--- src/design/req_decoder_cfg.svh ---
// Constants of the request packet decoder: field positions, codes, timing,
// register offsets and reset values. Assumes a 40 MHz system clock.
//
// Functional notes
// Two 12-bit request words per link cycle join into one 24-bit packet.
// Assembled 24 bits load a register once per link cycle, then decode.
// Packet taken on two successive link edges; 4-bit format code chooses type.
// Five formats: open, column, masked column, close/refresh, extended.
// Rates derived: 1x packet register, 2x word capture, 8x data beats.
// Delay fields postpone decoded commands by whole link cycles.
// Core command registers load only on a link rising edge; the trim and power-down strobes load at decode instead.
// Controller waits row, close or column cycle time before reloading.
// Row open selects bank and row and marks that bank open.
// Row close precharges the bank so a later open is accepted.
// Controller issues column commands only to an open bank.
// Write captures sixteen 16-bit words, then drives them to the core.
// Read fetches sixteen 16-bit words and sends them on the data bus.
// Open packet: one slip bit, 3-bit bank, 11-bit row.
// Direction bit 0 reads, 1 writes; slip bit delays zero or one cycle.
// Column packets carry 3-bit bank, 6-bit column, 4-bit subword select.
// Masked packet carries 8-bit byte mask applied to the masked store.
// Close/refresh packet holds independent precharge and refresh commands.
// 3-bit close subcode gives precharge and 0..3 cycle delay; 3-bit bank.
// 8-bit refresh field gives bank, delay and row load value.
// Extended packet carries 4-bit maintenance subcode.
// Control registers hold refresh row, power mode and trim state.
// Format 0 nop, 1 column, 2 extended, 3 close/refresh, 01xx open, 1xxx masked.
// Refresh subcodes idle, close, open, open-step, load low, load mid.
// Close subcode 0 idle, 1..3 reserved, 4..7 precharge with delay.
// Maintenance 8 current trim, 9 impedance, a trim end, c power down.
// Reserved subcodes do nothing to banks or refresh row pointer.
`ifndef REQ_DECODER_CFG_SVH
`define REQ_DECODER_CFG_SVH

`define LINK_PERIOD_NS   200
`define CLK_PERIOD_NS    25
`define CLKS_PER_CYCLE   (`LINK_PERIOD_NS / `CLK_PERIOD_NS)
`define BEATS_PER_CYCLE  8
`define CLKS_PER_BEAT    (`CLKS_PER_CYCLE / `BEATS_PER_CYCLE)

`define F_FMT        20
`define F_OPEN_SLIP  19
`define F_OPEN_BNK   16
`define F_OPEN_ROW   0
`define F_DIR        14
`define F_COL_SLIP   13
`define F_COL_BNK    10
`define F_COL        4
`define F_SUB        0
`define F_MASK       14
`define F_CLOSE_SUB  17
`define F_CLOSE_BNK  14
`define F_RFSH_SUB   11
`define F_RFSH_FLD   0
`define F_MAINT      0

`define FMT_NOP      2'h0
`define FMT_COL      2'h1
`define FMT_EXT      2'h2
`define FMT_CLOSE    2'h3
`define FMT_OPEN_TOP 2'h1

`define RF_CLOSE     3'h1
`define RF_OPEN      3'h2
`define RF_STEP      3'h3
`define RF_LOW       3'h4
`define RF_MID       3'h5

`define MX_CUR       4'h8
`define MX_IMP       4'h9
`define MX_END       4'ha
`define MX_PDN       4'hc

`define A_CTRL       8'h00
`define A_ROW        8'h04
`define A_STAT       8'h08
`define C_EN         0
`define C_WAKE       1
`define EN_RST       1'h1

`endif

--- src/design/req_decoder_pkg.sv ---
// Types shared by the request packet decoder and its surroundings.
// Assumes the constants header is compiled alongside.
package req_decoder_pkg;

  typedef enum logic [3:0] {
    DP_IDLE  = 4'b0001,
    DP_FETCH = 4'b0010,
    DP_WRITE = 4'b0100,
    DP_READ  = 4'b1000
  } dp_state_t;

  typedef struct packed {
    logic        v;
    logic [2:0]  kind;
    logic [2:0]  bank;
    logic [11:0] row;
    logic [5:0]  col;
    logic [3:0]  sub;
    logic [7:0]  mask;
  } cmd_t;

  typedef cmd_t [3:0] slot_t;

  typedef struct packed {
    logic [2:0]  bank;
    logic [11:0] row;
  } row_addr_t;

  typedef struct packed {
    logic [2:0] bank;
    logic [5:0] col;
    logic [3:0] sub;
    logic [7:0] mask;
  } col_addr_t;

  typedef struct packed {
    logic        psel;
    logic        penable;
    logic        pwrite;
    logic [7:0]  paddr;
    logic [31:0] pwdata;
  } apb_req_t;

  typedef struct packed {
    logic [31:0] prdata;
    logic        pready;
    logic        pslverr;
  } apb_rsp_t;

  typedef struct packed {
    logic row_open_cmd;
    logic bank_close_cmd;
    logic col_read_cmd;
    logic col_write_cmd;
    logic masked_store_cmd;
    logic rfsh_close_cmd;
    logic rfsh_open_cmd;
    logic rfsh_open_step_cmd;
    logic current_trim_cmd;
    logic impedance_trim_cmd;
    logic trim_end_cmd;
    logic powerdown_cmd;
  } strobe_t;

endpackage : req_decoder_pkg

--- src/design/req_decoder.sv ---
// Request packet decoder: link sampling, packet assembly, decode, delay
// slots, core command registers, data burst path and APB control registers.
// Assumes the link clock is slow enough (>= 8 system clocks per period)
// to be sampled, and that the controller keeps the command spacing.
`timescale 1ns/1ps
`default_nettype none
`include "req_decoder_cfg.svh"

module req_decoder
  import req_decoder_pkg::*;
#(
  parameter int DW = 16,
  parameter int NW = 16
) (
  // clock and reset
  input  wire logic                      clock,
  input  wire logic                      rst,
  // request link
  input  wire logic                      master_clock_pos,
  input  wire logic                      master_clock_neg,
  input  wire logic [11:0]               request_bus,
  // data link
  input  wire logic [DW-1:0]             data_bus_in,
  output logic [DW-1:0]                  data_bus_out,
  output logic                           data_bus_oe,
  // register bus
  input  wire req_decoder_pkg::apb_req_t apb_req,
  output req_decoder_pkg::apb_rsp_t      apb_rsp,
  // memory core
  output req_decoder_pkg::strobe_t       strobes,
  output req_decoder_pkg::row_addr_t     open_addr,
  output logic [2:0]                     close_bank,
  output req_decoder_pkg::col_addr_t     col_addr,
  output logic [2:0]                     rfsh_target_bnk,
  output logic [11:0]                    rfsh_row_ptr,
  output logic [NW*DW-1:0]               wr_packet,
  output logic                           wr_packet_valid,
  input  wire logic [NW*DW-1:0]          rd_packet
);
  import req_decoder_pkg::*;

  typedef struct packed {
    logic [2:0]          ck_p;
    logic [2:0]          ck_n;
    logic [2:0][11:0]    rq;
    logic [2:0][DW-1:0]  dq;
    logic                lvl;
    logic [11:0]         hi;
    logic [23:0]         pkt;
    logic                pkt_v;
    slot_t               q_open;
    slot_t               q_close;
    slot_t               q_col;
    slot_t               q_rfsh;
    strobe_t             stb;
    row_addr_t           oa;
    logic [2:0]          cb;
    col_addr_t           ca;
    logic [2:0]          rb;
    logic [11:0]         ptr;
    logic [7:0]          open_bk;
    logic                pd;
    logic                trim;
    logic                en;
    logic [31:0]         prdata;
    dp_state_t           dp;
    logic [4:0]          beat;
    logic [3:0]          bdiv;
    logic [NW*DW-1:0]    sh;
    logic                wr_v;
    logic [DW-1:0]       dout;
    logic                oe;
  } st_t;

  st_t s;
  st_t next_s;

  // ---------------------------------------------------------------
  // helpers
  // ---------------------------------------------------------------
  function automatic slot_t push(slot_t q, cmd_t c, logic [1:0] d);
    push    = q;
    push[d] = c;
  endfunction : push

  function automatic slot_t step(slot_t q);
    step = {cmd_t'('0), q[3:1]};
  endfunction : step

  logic       edge_seen;
  logic       rise;
  logic       fall;
  logic       beat_en;
  logic [3:0] fmt;
  logic       setup_ph;
  logic       wr_acc;
  logic       mapped;
  logic       live;

  assign edge_seen = (s.ck_p[1] == s.ck_p[2]) && (s.ck_p[2] != s.lvl)
                     && (s.ck_n[1] == s.ck_n[2]) && (s.ck_n[2] != s.ck_p[2]);
  assign rise      = edge_seen && s.ck_p[2];
  assign fall      = edge_seen && !s.ck_p[2];
  assign beat_en   = (s.bdiv == 4'h0);
  assign fmt       = s.pkt[`F_FMT +: 4];
  assign setup_ph  = apb_req.psel && !apb_req.penable;
  assign wr_acc    = apb_req.psel && apb_req.penable && apb_req.pwrite;
  assign mapped    = (apb_req.paddr == `A_CTRL) || (apb_req.paddr == `A_ROW)
                     || (apb_req.paddr == `A_STAT);
  assign live      = s.pkt_v && s.en && !s.pd;

  // ---------------------------------------------------------------
  // next state
  // ---------------------------------------------------------------
  always_comb begin
    cmd_t c;
    c = '0;
    next_s = s;
    next_s.stb   = '0;
    next_s.wr_v  = 1'b0;
    next_s.pkt_v = 1'b0;
    // link inputs: three flops, stages two and three must agree
    next_s.ck_p = {s.ck_p[1:0], master_clock_pos};
    next_s.ck_n = {s.ck_n[1:0], master_clock_neg};
    next_s.rq   = {s.rq[1:0], request_bus};
    next_s.dq   = {s.dq[1:0], data_bus_in};

    if (edge_seen) begin
      next_s.lvl = s.ck_p[2];
    end
    if (rise) begin
      next_s.hi = s.rq[2];
    end
    if (fall) begin
      next_s.pkt   = {s.hi, s.rq[2]};
      next_s.pkt_v = 1'b1;
    end

    // open, close, column and refresh command registers change only on a rising link edge
    if (rise) begin
      if (s.q_open[0].v) begin
        next_s.stb.row_open_cmd   = 1'b1;
        next_s.oa                 = '{bank: s.q_open[0].bank,
                                      row: s.q_open[0].row};
        next_s.open_bk[s.q_open[0].bank] = 1'b1;
      end
      if (s.q_close[0].v) begin
        next_s.stb.bank_close_cmd = 1'b1;
        next_s.cb                 = s.q_close[0].bank;
        next_s.open_bk[s.q_close[0].bank] = 1'b0;
      end
      if (s.q_col[0].v) begin
        next_s.ca = '{bank: s.q_col[0].bank, col: s.q_col[0].col,
                      sub: s.q_col[0].sub, mask: s.q_col[0].mask};
        unique case (s.q_col[0].kind)
          3'h0: begin
            next_s.stb.col_read_cmd = 1'b1;
            next_s.dp               = DP_FETCH;
          end
          3'h1: begin
            next_s.stb.col_write_cmd = 1'b1;
            next_s.dp                = DP_WRITE;
            next_s.beat              = 5'h0;
          end
          default: begin
            next_s.stb.masked_store_cmd = 1'b1;
            next_s.dp                   = DP_WRITE;
            next_s.beat                 = 5'h0;
          end
        endcase
      end
      if (s.q_rfsh[0].v) begin
        next_s.rb = s.q_rfsh[0].bank;
        if (s.q_rfsh[0].kind == `RF_CLOSE) begin
          next_s.stb.rfsh_close_cmd = 1'b1;
          next_s.open_bk[s.q_rfsh[0].bank] = 1'b0;
        end else begin
          next_s.stb.rfsh_open_cmd      = 1'b1;
          next_s.stb.rfsh_open_step_cmd = (s.q_rfsh[0].kind == `RF_STEP);
          next_s.open_bk[s.q_rfsh[0].bank] = 1'b1;
        end
      end
      next_s.q_open  = step(s.q_open);
      next_s.q_close = step(s.q_close);
      next_s.q_col   = step(s.q_col);
      next_s.q_rfsh  = step(s.q_rfsh);
    end

    // pointer moves on only after the activate has been presented
    if (s.stb.rfsh_open_step_cmd) begin
      next_s.ptr = s.ptr + 12'h001;
    end

    // ---------------------------------------------------------------
    // register bus
    // ---------------------------------------------------------------
    if (setup_ph) begin
      unique case (apb_req.paddr)
        `A_CTRL: next_s.prdata = {31'h0, s.en};
        `A_ROW:  next_s.prdata = {20'h0, s.ptr};
        `A_STAT: next_s.prdata = {22'h0, s.trim, s.pd, s.open_bk};
        default: next_s.prdata = 32'h0;
      endcase
    end
    if (wr_acc && apb_req.paddr == `A_CTRL) begin
      next_s.en = apb_req.pwdata[`C_EN];
      if (apb_req.pwdata[`C_WAKE]) begin
        next_s.pd = 1'b0;
      end
    end
    if (wr_acc && apb_req.paddr == `A_ROW) begin
      next_s.ptr = apb_req.pwdata[11:0];
    end

    // ---------------------------------------------------------------
    // decode; packet loads win over software writes
    // ---------------------------------------------------------------
    if (live) begin
      if (fmt[3]) begin
        c.v    = 1'b1;
        c.kind = 3'h2;
        c.bank = s.pkt[`F_COL_BNK +: 3];
        c.col  = s.pkt[`F_COL +: 6];
        c.sub  = s.pkt[`F_SUB +: 4];
        c.mask = s.pkt[`F_MASK +: 8];
        next_s.q_col = push(s.q_col, c, {1'b0, s.pkt[`F_COL_SLIP]});
      end else if (fmt[3:2] == `FMT_OPEN_TOP) begin
        c.v    = 1'b1;
        c.bank = s.pkt[`F_OPEN_BNK +: 3];
        c.row  = {1'b0, s.pkt[`F_OPEN_ROW +: 11]};
        next_s.q_open = push(s.q_open, c, {1'b0, s.pkt[`F_OPEN_SLIP]});
      end else begin
        unique case (fmt[1:0])
          `FMT_NOP: begin
          end
          `FMT_COL: begin
            c.v    = 1'b1;
            c.kind = {2'b00, s.pkt[`F_DIR]};
            c.bank = s.pkt[`F_COL_BNK +: 3];
            c.col  = s.pkt[`F_COL +: 6];
            c.sub  = s.pkt[`F_SUB +: 4];
            c.mask = 8'hff;
            next_s.q_col = push(s.q_col, c, {1'b0, s.pkt[`F_COL_SLIP]});
          end
          `FMT_EXT: begin
            unique case (s.pkt[`F_MAINT +: 4])
              `MX_CUR: begin
                next_s.stb.current_trim_cmd = 1'b1;
                next_s.trim                 = 1'b1;
              end
              `MX_IMP: next_s.stb.impedance_trim_cmd = 1'b1;
              `MX_END: begin
                next_s.stb.trim_end_cmd = 1'b1;
                next_s.trim             = 1'b0;
              end
              `MX_PDN: begin
                next_s.stb.powerdown_cmd = 1'b1;
                next_s.pd                = 1'b1;
              end
              default: begin
              end
            endcase
          end
          `FMT_CLOSE: begin
            if (s.pkt[`F_CLOSE_SUB + 2]) begin
              c.v    = 1'b1;
              c.bank = s.pkt[`F_CLOSE_BNK +: 3];
              next_s.q_close = push(s.q_close, c,
                                    s.pkt[`F_CLOSE_SUB +: 2]);
            end
            c = '0;
            unique case (s.pkt[`F_RFSH_SUB +: 3])
              `RF_CLOSE, `RF_OPEN, `RF_STEP: begin
                c.v    = 1'b1;
                c.kind = s.pkt[`F_RFSH_SUB +: 3];
                c.bank = s.pkt[`F_RFSH_FLD +: 3];
                next_s.q_rfsh = push(s.q_rfsh, c,
                                     s.pkt[`F_RFSH_FLD + 6 +: 2]);
              end
              `RF_LOW: next_s.ptr[7:0]  = s.pkt[`F_RFSH_FLD +: 8];
              `RF_MID: next_s.ptr[11:8] = s.pkt[`F_RFSH_FLD +: 4];
              default: begin
              end
            endcase
          end
        endcase
      end
    end

    // ---------------------------------------------------------------
    // data burst, one word per beat
    // ---------------------------------------------------------------
    next_s.bdiv = beat_en ? 4'(`CLKS_PER_BEAT - 1) : s.bdiv - 4'h1;
    unique case (s.dp)
      DP_IDLE: begin
      end
      DP_FETCH: begin
        next_s.sh   = rd_packet;
        next_s.beat = 5'h0;
        next_s.dp   = DP_READ;
      end
      DP_WRITE: begin
        if (beat_en) begin
          next_s.sh   = {s.dq[2], s.sh[NW*DW-1:DW]};
          next_s.beat = s.beat + 5'h1;
          if (s.beat == 5'(NW - 1)) begin
            next_s.wr_v = 1'b1;
            next_s.dp   = DP_IDLE;
          end
        end
      end
      DP_READ: begin
        if (beat_en) begin
          if (s.beat == 5'(NW)) begin
            next_s.oe = 1'b0;
            next_s.dp = DP_IDLE;
          end else begin
            next_s.dout = s.sh[DW-1:0];
            next_s.sh   = s.sh >> DW;
            next_s.oe   = 1'b1;
            next_s.beat = s.beat + 5'h1;
          end
        end
      end
    endcase
  end

  always_ff @(posedge clock) begin
    if (rst) begin
      s    <= '0;
      s.dp <= DP_IDLE;
      s.en <= `EN_RST;
    end else begin
      s <= next_s;
    end
  end

  // ---------------------------------------------------------------
  // outputs
  // ---------------------------------------------------------------
  assign data_bus_out    = s.dout;
  assign data_bus_oe     = s.oe;
  assign strobes         = s.stb;
  assign open_addr       = s.oa;
  assign close_bank      = s.cb;
  assign col_addr        = s.ca;
  assign rfsh_target_bnk = s.rb;
  assign rfsh_row_ptr    = s.ptr;
  assign wr_packet       = s.sh;
  assign wr_packet_valid = s.wr_v;
  assign apb_rsp.prdata  = s.prdata;
  assign apb_rsp.pready  = 1'b1;
  assign apb_rsp.pslverr = apb_req.psel && apb_req.penable && !mapped;
endmodule : req_decoder
`default_nettype wire

--- config.mk ---
export PLATFORM = sky130hd
export DESIGN_NAME = req_decoder
export DESIGN_NICKNAME = d
export VERILOG_FILES = /design/src/design/req_decoder_pkg.sv /design/src/design/req_decoder.sv
export VERILOG_INCLUDE_DIRS = /design/src /design/src/design
export SDC_FILE = /design/constraint.sdc
export NUM_CORES = 1
export LEC_CHECK = 0
export BUFFER_PORTS_ARGS = -buffer_cell sky130_fd_sc_hd__buf_2
export CAP_MARGIN = 20
export CORE_MARGIN = 3
export CORE_UTILIZATION = 45
export CTS_CLUSTER_SIZE = 24
export DETAILED_ROUTE_END_ITERATION = 16
export PLACE_DENSITY = 0.68
export REMOVE_ABC_BUFFERS = 1
export SETUP_SLACK_MARGIN = 0.1
export SLEW_MARGIN = 25
export SYNTH_ARGS = -nofsm -noshare
export SYNTH_HDL_FRONTEND = slang
export SYNTH_SLANG_ARGS = --single-unit
export TNS_END_PERCENT = 10
--- constraint.sdc ---
create_clock -name clock -period 4.2 [get_ports clock]
set_input_delay 0.42 -clock clock [delete_from_list [all_inputs] [get_ports clock]]
set_output_delay 0.42 -clock clock [all_outputs]
set_load 0.01 [all_outputs]
==> results of run 1 <==
-- registers in the layout, indices dropped and copies added, names as in the netlist --
register	count
apb_rsp	12
data_bus_oe	1
col_addr	21
open_addr	15
fmt	4
strobes	12
rfsh_row_ptr	12
s	296
rfsh_target_bnk	3
data_bus_out	16
close_bank	3
next_s	60
wr_packet	256
wr_packet_valid	1
-- cell type report --
class | instances | area, sq um
antenna | 9 | 22.52
sequential | 712 | 14250
multi-input combinational | 2062 | 13120
fill | 6599 | 34520
inverter | 64 | 247.7
clock inverter | 29 | 377.9
tap | 940 | 1176
clock buffer | 114 | 2310
timing repair buffer | 736 | 4128
-- layout by cell type, fill, tap and decap left out, drive strengths merged, types with 16 or more instances in the layout --
cell type,instances
clkinv,17
nand3,80
a21oi,413
o211ai,19
nand2,227
a2111oi,28
nor3,84
conb,21
clkbuf,114
o21ai,76
nor4,18
a22o,47
o31ai,251
a22oi,271
dfxtp,712
and2,26
o32ai,16
mux2i,23
nor2b,102
inv,68
nor2,97
a211oi,32
and3,30
dlygate4sd3,19
nand4,18
buf,717
-- worst reg2reg max path, cell delays in order (launching register included) --
cell and delay (ns):
dfxtp_1 0.31, inv_1 0.08, ha_1 0.18, or3b_2 0.60, o21ai_4 0.70, buf_12 0.38, a22oi_1 0.23, a21oi_1 0.23
-- power by group through the flow --
stage | clock, mW | sequential [mW] | combinational (mW)
3_3_place_gp | 0 | 6.98 | 0.596
6_report | 7.12 | 6.83 | 0.621
3_5_place_dp | 0 | 6.98 | 0.600
5_1_grt | 7.51 | 6.83 | 0.682
2_1_floorplan | 0 | 6.97 | 0.299
4_1_cts | 7.24 | 6.83 | 0.616
-- metal layers --
layer  track usage  vias up  part of all wire
met5             0        -           0.00095
met4        0.1673       14             0.065
met3       0.07549      276             0.089
met2        0.4257     1176              0.44
met1        0.3492    13120              0.40
li1              -    12720                 -
-- timing repair --
action | in CTS | in global routing
endpoints found under the hold margin | 19 | 0
hold buffers | 19 | 0
buffers inserted | 0 | 0
-- worst min-delay path by stage --
stage,endpoint,from,slack (ns)
floorplan,s[274],s[274],0.41
global placement,next_s[1101],next_s[1089],0.41
detailed placement,next_s[1069],next_s[1053],0.42
CTS,next_s[1051],data_bus_in[9],0.001
global route,next_s[1049],data_bus_in[7],0.02
finish,next_s[1051],data_bus_in[9],0.03
-- per-stage QoR --
stage	std cells	utilization	power [mW]	setup slack (ns)
after floorplan	2838	-	7.273	-6.009
after global placement	4494	0.4662	7.576	1.515
after detailed placement	4494	0.4663	7.580	1.462
after CTS	4656	0.5073	14.69	1.460
after global routing	4661	0.5078	15.03	1.219
final	4666	0.5079	14.58	1.419
-- kinds of logic after synthesis --
| kind of cell | Yosys count |
|---|---|
| AOI/OAI and AO/OA | 1238 |
| xor gates and xnor gates | 9 |
| adders and majority gates | 6 |
| buffers and inverters | 778 |
| DFF | 712 |
| muxes | 33 |
| other | 2 |
| and+or+nand+nor | 755 |
==> results.yml, run 1 <==
yosys:
  synth_top_area_cell: "dfxtp_1"
  async_reset_ff_frac: 0
  synth_flop_cell: "dfxtp_1"
  synth-simple-area-share: 0.1219
  synth_compound_area_frac: 0.2678
  synth_edf_count: 0
  syn_avg_cell_area_sq_um: 9.033
  synth_top_area_frac: 0.4467
  ys.warnings.count: 0
  synthesis.area_sq_um: 31910
  synth_xor_area_frac: 0.002470
  ys_seq_area_frac: 0.4467
  synthTopCellsByArea: "dfxtp_1, buf_4, a22oi_1"
  syn_inst: 3533
  synth_most_common_cell: "dfxtp_1"
  synth-adder-area-share: 0.002352
  yosysUniqueCellTypes: 87
  synth_top_family_by_area: "compound AO/OA/AOI/OAI gates"
  synth-seq-cells: 712
  muxShareOfSynthArea: 0.01074
  synth_common_cells: "dfxtp_1, buf_4, a21oi_1"
placement:
  hpwl_um: 75080
  placed_cell_area_sq_um: 32710
  io_buffers: 663
  routabilityCongestion: 0.9355
power:
  pwr-share-clk: 0.489
  power_switching_mw: 3.279
  switching_share: 0.2249
  worst_ir_drop_vdd_mv: 0.3325
  seqPwrFrac: 0.469
  power_frac_comb: 0.043
  p_int_mw: 11.30
  power_density_nw_per_um2: 409.1
  leakage_nw: 15.12
sta:
  fmax_mhz: 359.6
  maxSlewHeadroom: 0.2528
  finalHoldWorstSlack_ns: 0.03152
  fin_crit_sh: 0.6621
  clock_skew_ns: 0.03260
  worstMarginPinSlew_ns: 1.121
  slew_violations: 0
  post-route-min-period_ns: 2.781
  setup_tns_ns: 0
  setup_viol: 0
  rsz0062_at_grt: "false"
  hold_violations: 0
clocking:
  clk_path_buf_depth: 3
  cts_root_buf: "clkbuf_16"
  htreeDepth: 3
  ctsResizeCount: 0
  cts_tree: "built"
  numCtsBuffers: 78
  clock-sinks: 712
  clk_pin_slew_ns: 0.06
  clk_latency_ns: 0.63
worst_setup_path:
  cp-start-kind: "flop"
  setup.worst_path.start: "s[274]"
  reg2reg_setup_slack_ns: 1.42
  crit_chain: "inv_1 -> ha_1 -> or3b_2 -> o21ai_4 -> buf_12 -> a22oi_1 -> a21oi_1"
  max_stage_delay_ns: 0.70
  r2r_end: "wr_packet[102]"
  r2r_cells: 7
  critPathArrivalTime_ns: 3.32
  cp-end-kind: "flop"
  critical_path_depth: 7
  crit_slowest_cell: "o21ai_4"
  crit_end: "wr_packet[102]"
  path_max_fanout: 73
  crit_required_ns: 4.74
  critical_path_buf_inv_count: 2
  critical_path.top_delay_family: "compound AO/OA/AOI/OAI gates"
  path_class: "reg -> reg"
  r2r_start: "s[274]"
min_path:
  min_path_type: "in -> reg"
  hold_depth: 2
routing:
  routed_wl_um: 109300
  drc: 0
  ant_nets: 0
  vias: 27310
  drt-initial-drc-count: 3015
  firstDrtPassIters: 6
  viasPerCell: 5.853
  wl_per_cell_um: 23.43
status:
  outcome: "finished, final reports clean"
global_routing:
  grt_pass1_vias: 25130
  grt_overflow: 0
  grt_max_degree: 214
  grt_pass1_wl_um: 160400
  antenna_found_initial: 16
  gr-usage-all-layers: 0.2779
floorplan:
  floorplan.initialDensity: 0.4549
  die_w_um: 272.3
  ios: 705
  fp.dieH_um: 272.3
  die-area_sq_um: 74150
  row_count: 97
  coreArea_sq_um: 70150
run:
  maxCapViolCount: 0
cells_and_area:
  area_growth_syn_to_layout_pct: 11.66
  design_area_sq_um: 35630
  fin_nets: 3991
  drive_gt1_frac: 0.2556
(Power assumes the default switching activity.)
==> inputs of run 2 (changes only) <==
ABC_AREA = 1   (was default)
PLACE_DENSITY = 0.7   (was 0.68)
clock period = 2.28 ns   (was 4.2 ns; I/O delays follow)
==> run 2 against run 1 <==
- critical path depth up 3
- clock-buffer cell count unchanged
- sequential power up 83%
- critical endpoint is now wr_packet[96]
==> results.yml, run 2 <==
cells_and_area:
  final_common_cell: "nand2_1"
  top_register: "s"
  fin_nets: 5776
  multiInputGateArea_sq_um: 13240
  area_growth_syn_to_layout_pct: 20.64
  drive_gt1_frac: 0.1728
  register_area_sq_um: 14250
  largest_register_ff_count: 296
  final_util: 0.5530
  final_cell_mix: "nand2_1, nor2_1, dfxtp_1, buf_2, inv_1"
  fillers: 6927
placement:
  hpwl_um: 90790
  routabilityCongestion: 1.006
  io_buffers: 663
yosys:
  synth_edf_count: 0
  synth-simple-area-share: 0.2672
  synth_flop_cell: "dfxtp_1"
  async_reset_ff_frac: 0
  synth-seq-cells: 712
  synth_top_family_by_area: "simple AND/OR/NAND/NOR gates"
  ys.warnings.count: 0
  synth_top_area_cell: "dfxtp_1"
  synth_xor_area_frac: 0.002077
  synthesis.area_sq_um: 33730
  yosysUniqueCellTypes: 46
  ys_seq_area_frac: 0.4226
  synth-adder-area-share: 0.002226
  synth_compound_area_frac: 0.1172
  syn_inst: 4946
  synth_most_common_cell: "nand2_1"
  synth_common_cells: "nand2_1, nor2_1, dfxtp_1"
  synth_top_area_frac: 0.4226
  synthTopCellsByArea: "dfxtp_1, nand2_1, nor2_1"
  muxShareOfSynthArea: 0.0003339
  syn_avg_cell_area_sq_um: 6.819
clocking:
  cts_tree: "built"
  numCtsBuffers: 79
  clk_pin_slew_ns: 0.06
  cts_root_buf: "clkbuf_16"
  clk_latency_ns: 0.63
  htreeDepth: 3
  clock-sinks: 712
  clk_path_buf_depth: 3
worst_setup_path:
  critical_path.top_delay_family: "buffers and inverters"
  critical_path_buf_inv_count: 4
  path_max_fanout: 38
  cp-start-kind: "flop"
  cp-end-kind: "flop"
  crit_required_ns: 2.80
  critPathArrivalTime_ns: 2.55
  crit_slowest_cell: "dfxtp_1"
  max_stage_delay_ns: 0.32
  crit_chain: "inv_1 -> ha_1 -> nand2_2 -> inv_1 -> a21oi_4 -> buf_12 -> buf_4 -> o21ai_0 -> nor2_1 -> nor2_1"
  path_class: "reg -> reg"
routing:
  drc: 0
  firstDrtPassIters: 6
  wl_per_cell_um: 19.01
  drt-initial-drc-count: 3105
  vias: 32310
  routed_wl_um: 123000
  ant_nets: 0
  viasPerCell: 4.995
sta:
  setup_tns_ns: 0
  maxSlewHeadroom: 0.3123
  fmax_mhz: 492.1
  finalHoldWorstSlack_ns: 0.02035
  post-route-min-period_ns: 2.032
  worstMarginPinSlew_ns: 1.032
  slew_violations: 0
  fin_crit_sh: 0.8913
  setup_viol: 0
  hold_violations: 0
  rsz0062_at_grt: "false"
  clock_skew_ns: 0.03134
floorplan:
  die_w_um: 279.8
  coreArea_sq_um: 73580
  row_count: 99
  die-area_sq_um: 78270
  ios: 705
  floorplan.initialDensity: 0.4584
  fp.dieH_um: 279.8
global_routing:
  top_usage_layer: "met2"
  met2_usage: 0.4615
  grt_max_degree: 172
  gr-usage-all-layers: 0.3006
  grt_pass1_wl_um: 180000
  antenna_found_initial: 15
  grt_pass1_vias: 29610
  grt_overflow: 0
  grt_use_met3: 0.1136
  gr-usage-met1: 0.3646
run:
  maxCapViolCount: 0
power:
  leakage_nw: 19.83
  power_density_nw_per_um2: 666.7
  worst_ir_drop_vdd_mv: 0.5336
status:
  outcome: "finished, final reports clean"
min_path:
  min_path_type: "in -> reg"
==> run 2: kinds of logic (layout without fill, tap and decap cells) <==
family / after synthesis / in the layout
other: 2 / 33
DFF: 712 / 712
and+or+nand+nor: 2261 / 2261
AOI/OAI and AO/OA: 759 / 759
buffers and inverters: 1197 / 1730
xor gates and xnor gates: 8 / 8
adders and majority gates: 6 / 6
muxes: 1 / 1
==> run 2: timing repair <==
| action | 4_1_cts | 5_1_grt |
|---|---|---|
| endpoints found under the setup margin | 0 | 14 |
| endpoints found under the hold margin | 255 | 0 |
| gates resized for setup | 0 | 3 |
| buffers inserted | 0 | 0 |
| hold buffers | 255 | 0 |
==> run 2: worst min-delay path, delay by kind of cell <==
family,cells,cell delay [ns]
AO/OA/AOI/OAI,1,0.12
buffers and inverters,1,0.08
AND/OR/NAND/NOR,3,0.19
==> run 2: where the power goes <==
part / switching (mW) / internal [mW]
logic: 0.711 / 0.671
registers: 0.0243 / 12.5
clock network: 5.32 / 7.89
total: 6.05 / 21.1
==> run 2: final cells by class <==
type | count | share of cell area
Antenna cell | 12 | 0.0007380
Clock buffer | 114 | 0.05704
Clock inverter | 26 | 0.008764
Inverter | 559 | 0.05252
Multi-Input combinational cell | 3056 | 0.3253
Sequential cell | 712 | 0.3503
Tap cell | 959 | 0.02949
Timing Repair Buffer | 1031 | 0.1758
==> run 2: worst paths after layout <==
path                                       end  cells after the start  slack [ns]           start
worst max-delay path             wr_packet[96]                     10        0.25          s[274]
worst min-delay path            wr_packet[199]                      5        0.02  rd_packet[199]
worst max register to register   wr_packet[96]                     10        0.25          s[274]
worst min register to register    next_s[1103]                      2        0.40    next_s[1091]
==> run 2: metal layers <==
layer	share of wire	vias up
li1	-	15900
met1	0.40	14700
met2	0.43	1375
met3	0.11	328
met4	0.063	6
met5	0.00034	-
==> run 2: through the flow <==
stage	instances	setup slack [ns]	power (mW)	area, sq um
global placement	6062	0.3307	13.79	35400
floorplan	4327	-6.016	13.23	29560
CTS	6457	0.2765	27.31	40630
finish	6469	0.2479	27.13	40690
detailed placement	6062	0.2964	13.79	35400
global route	6462	0.1055	27.94	40670
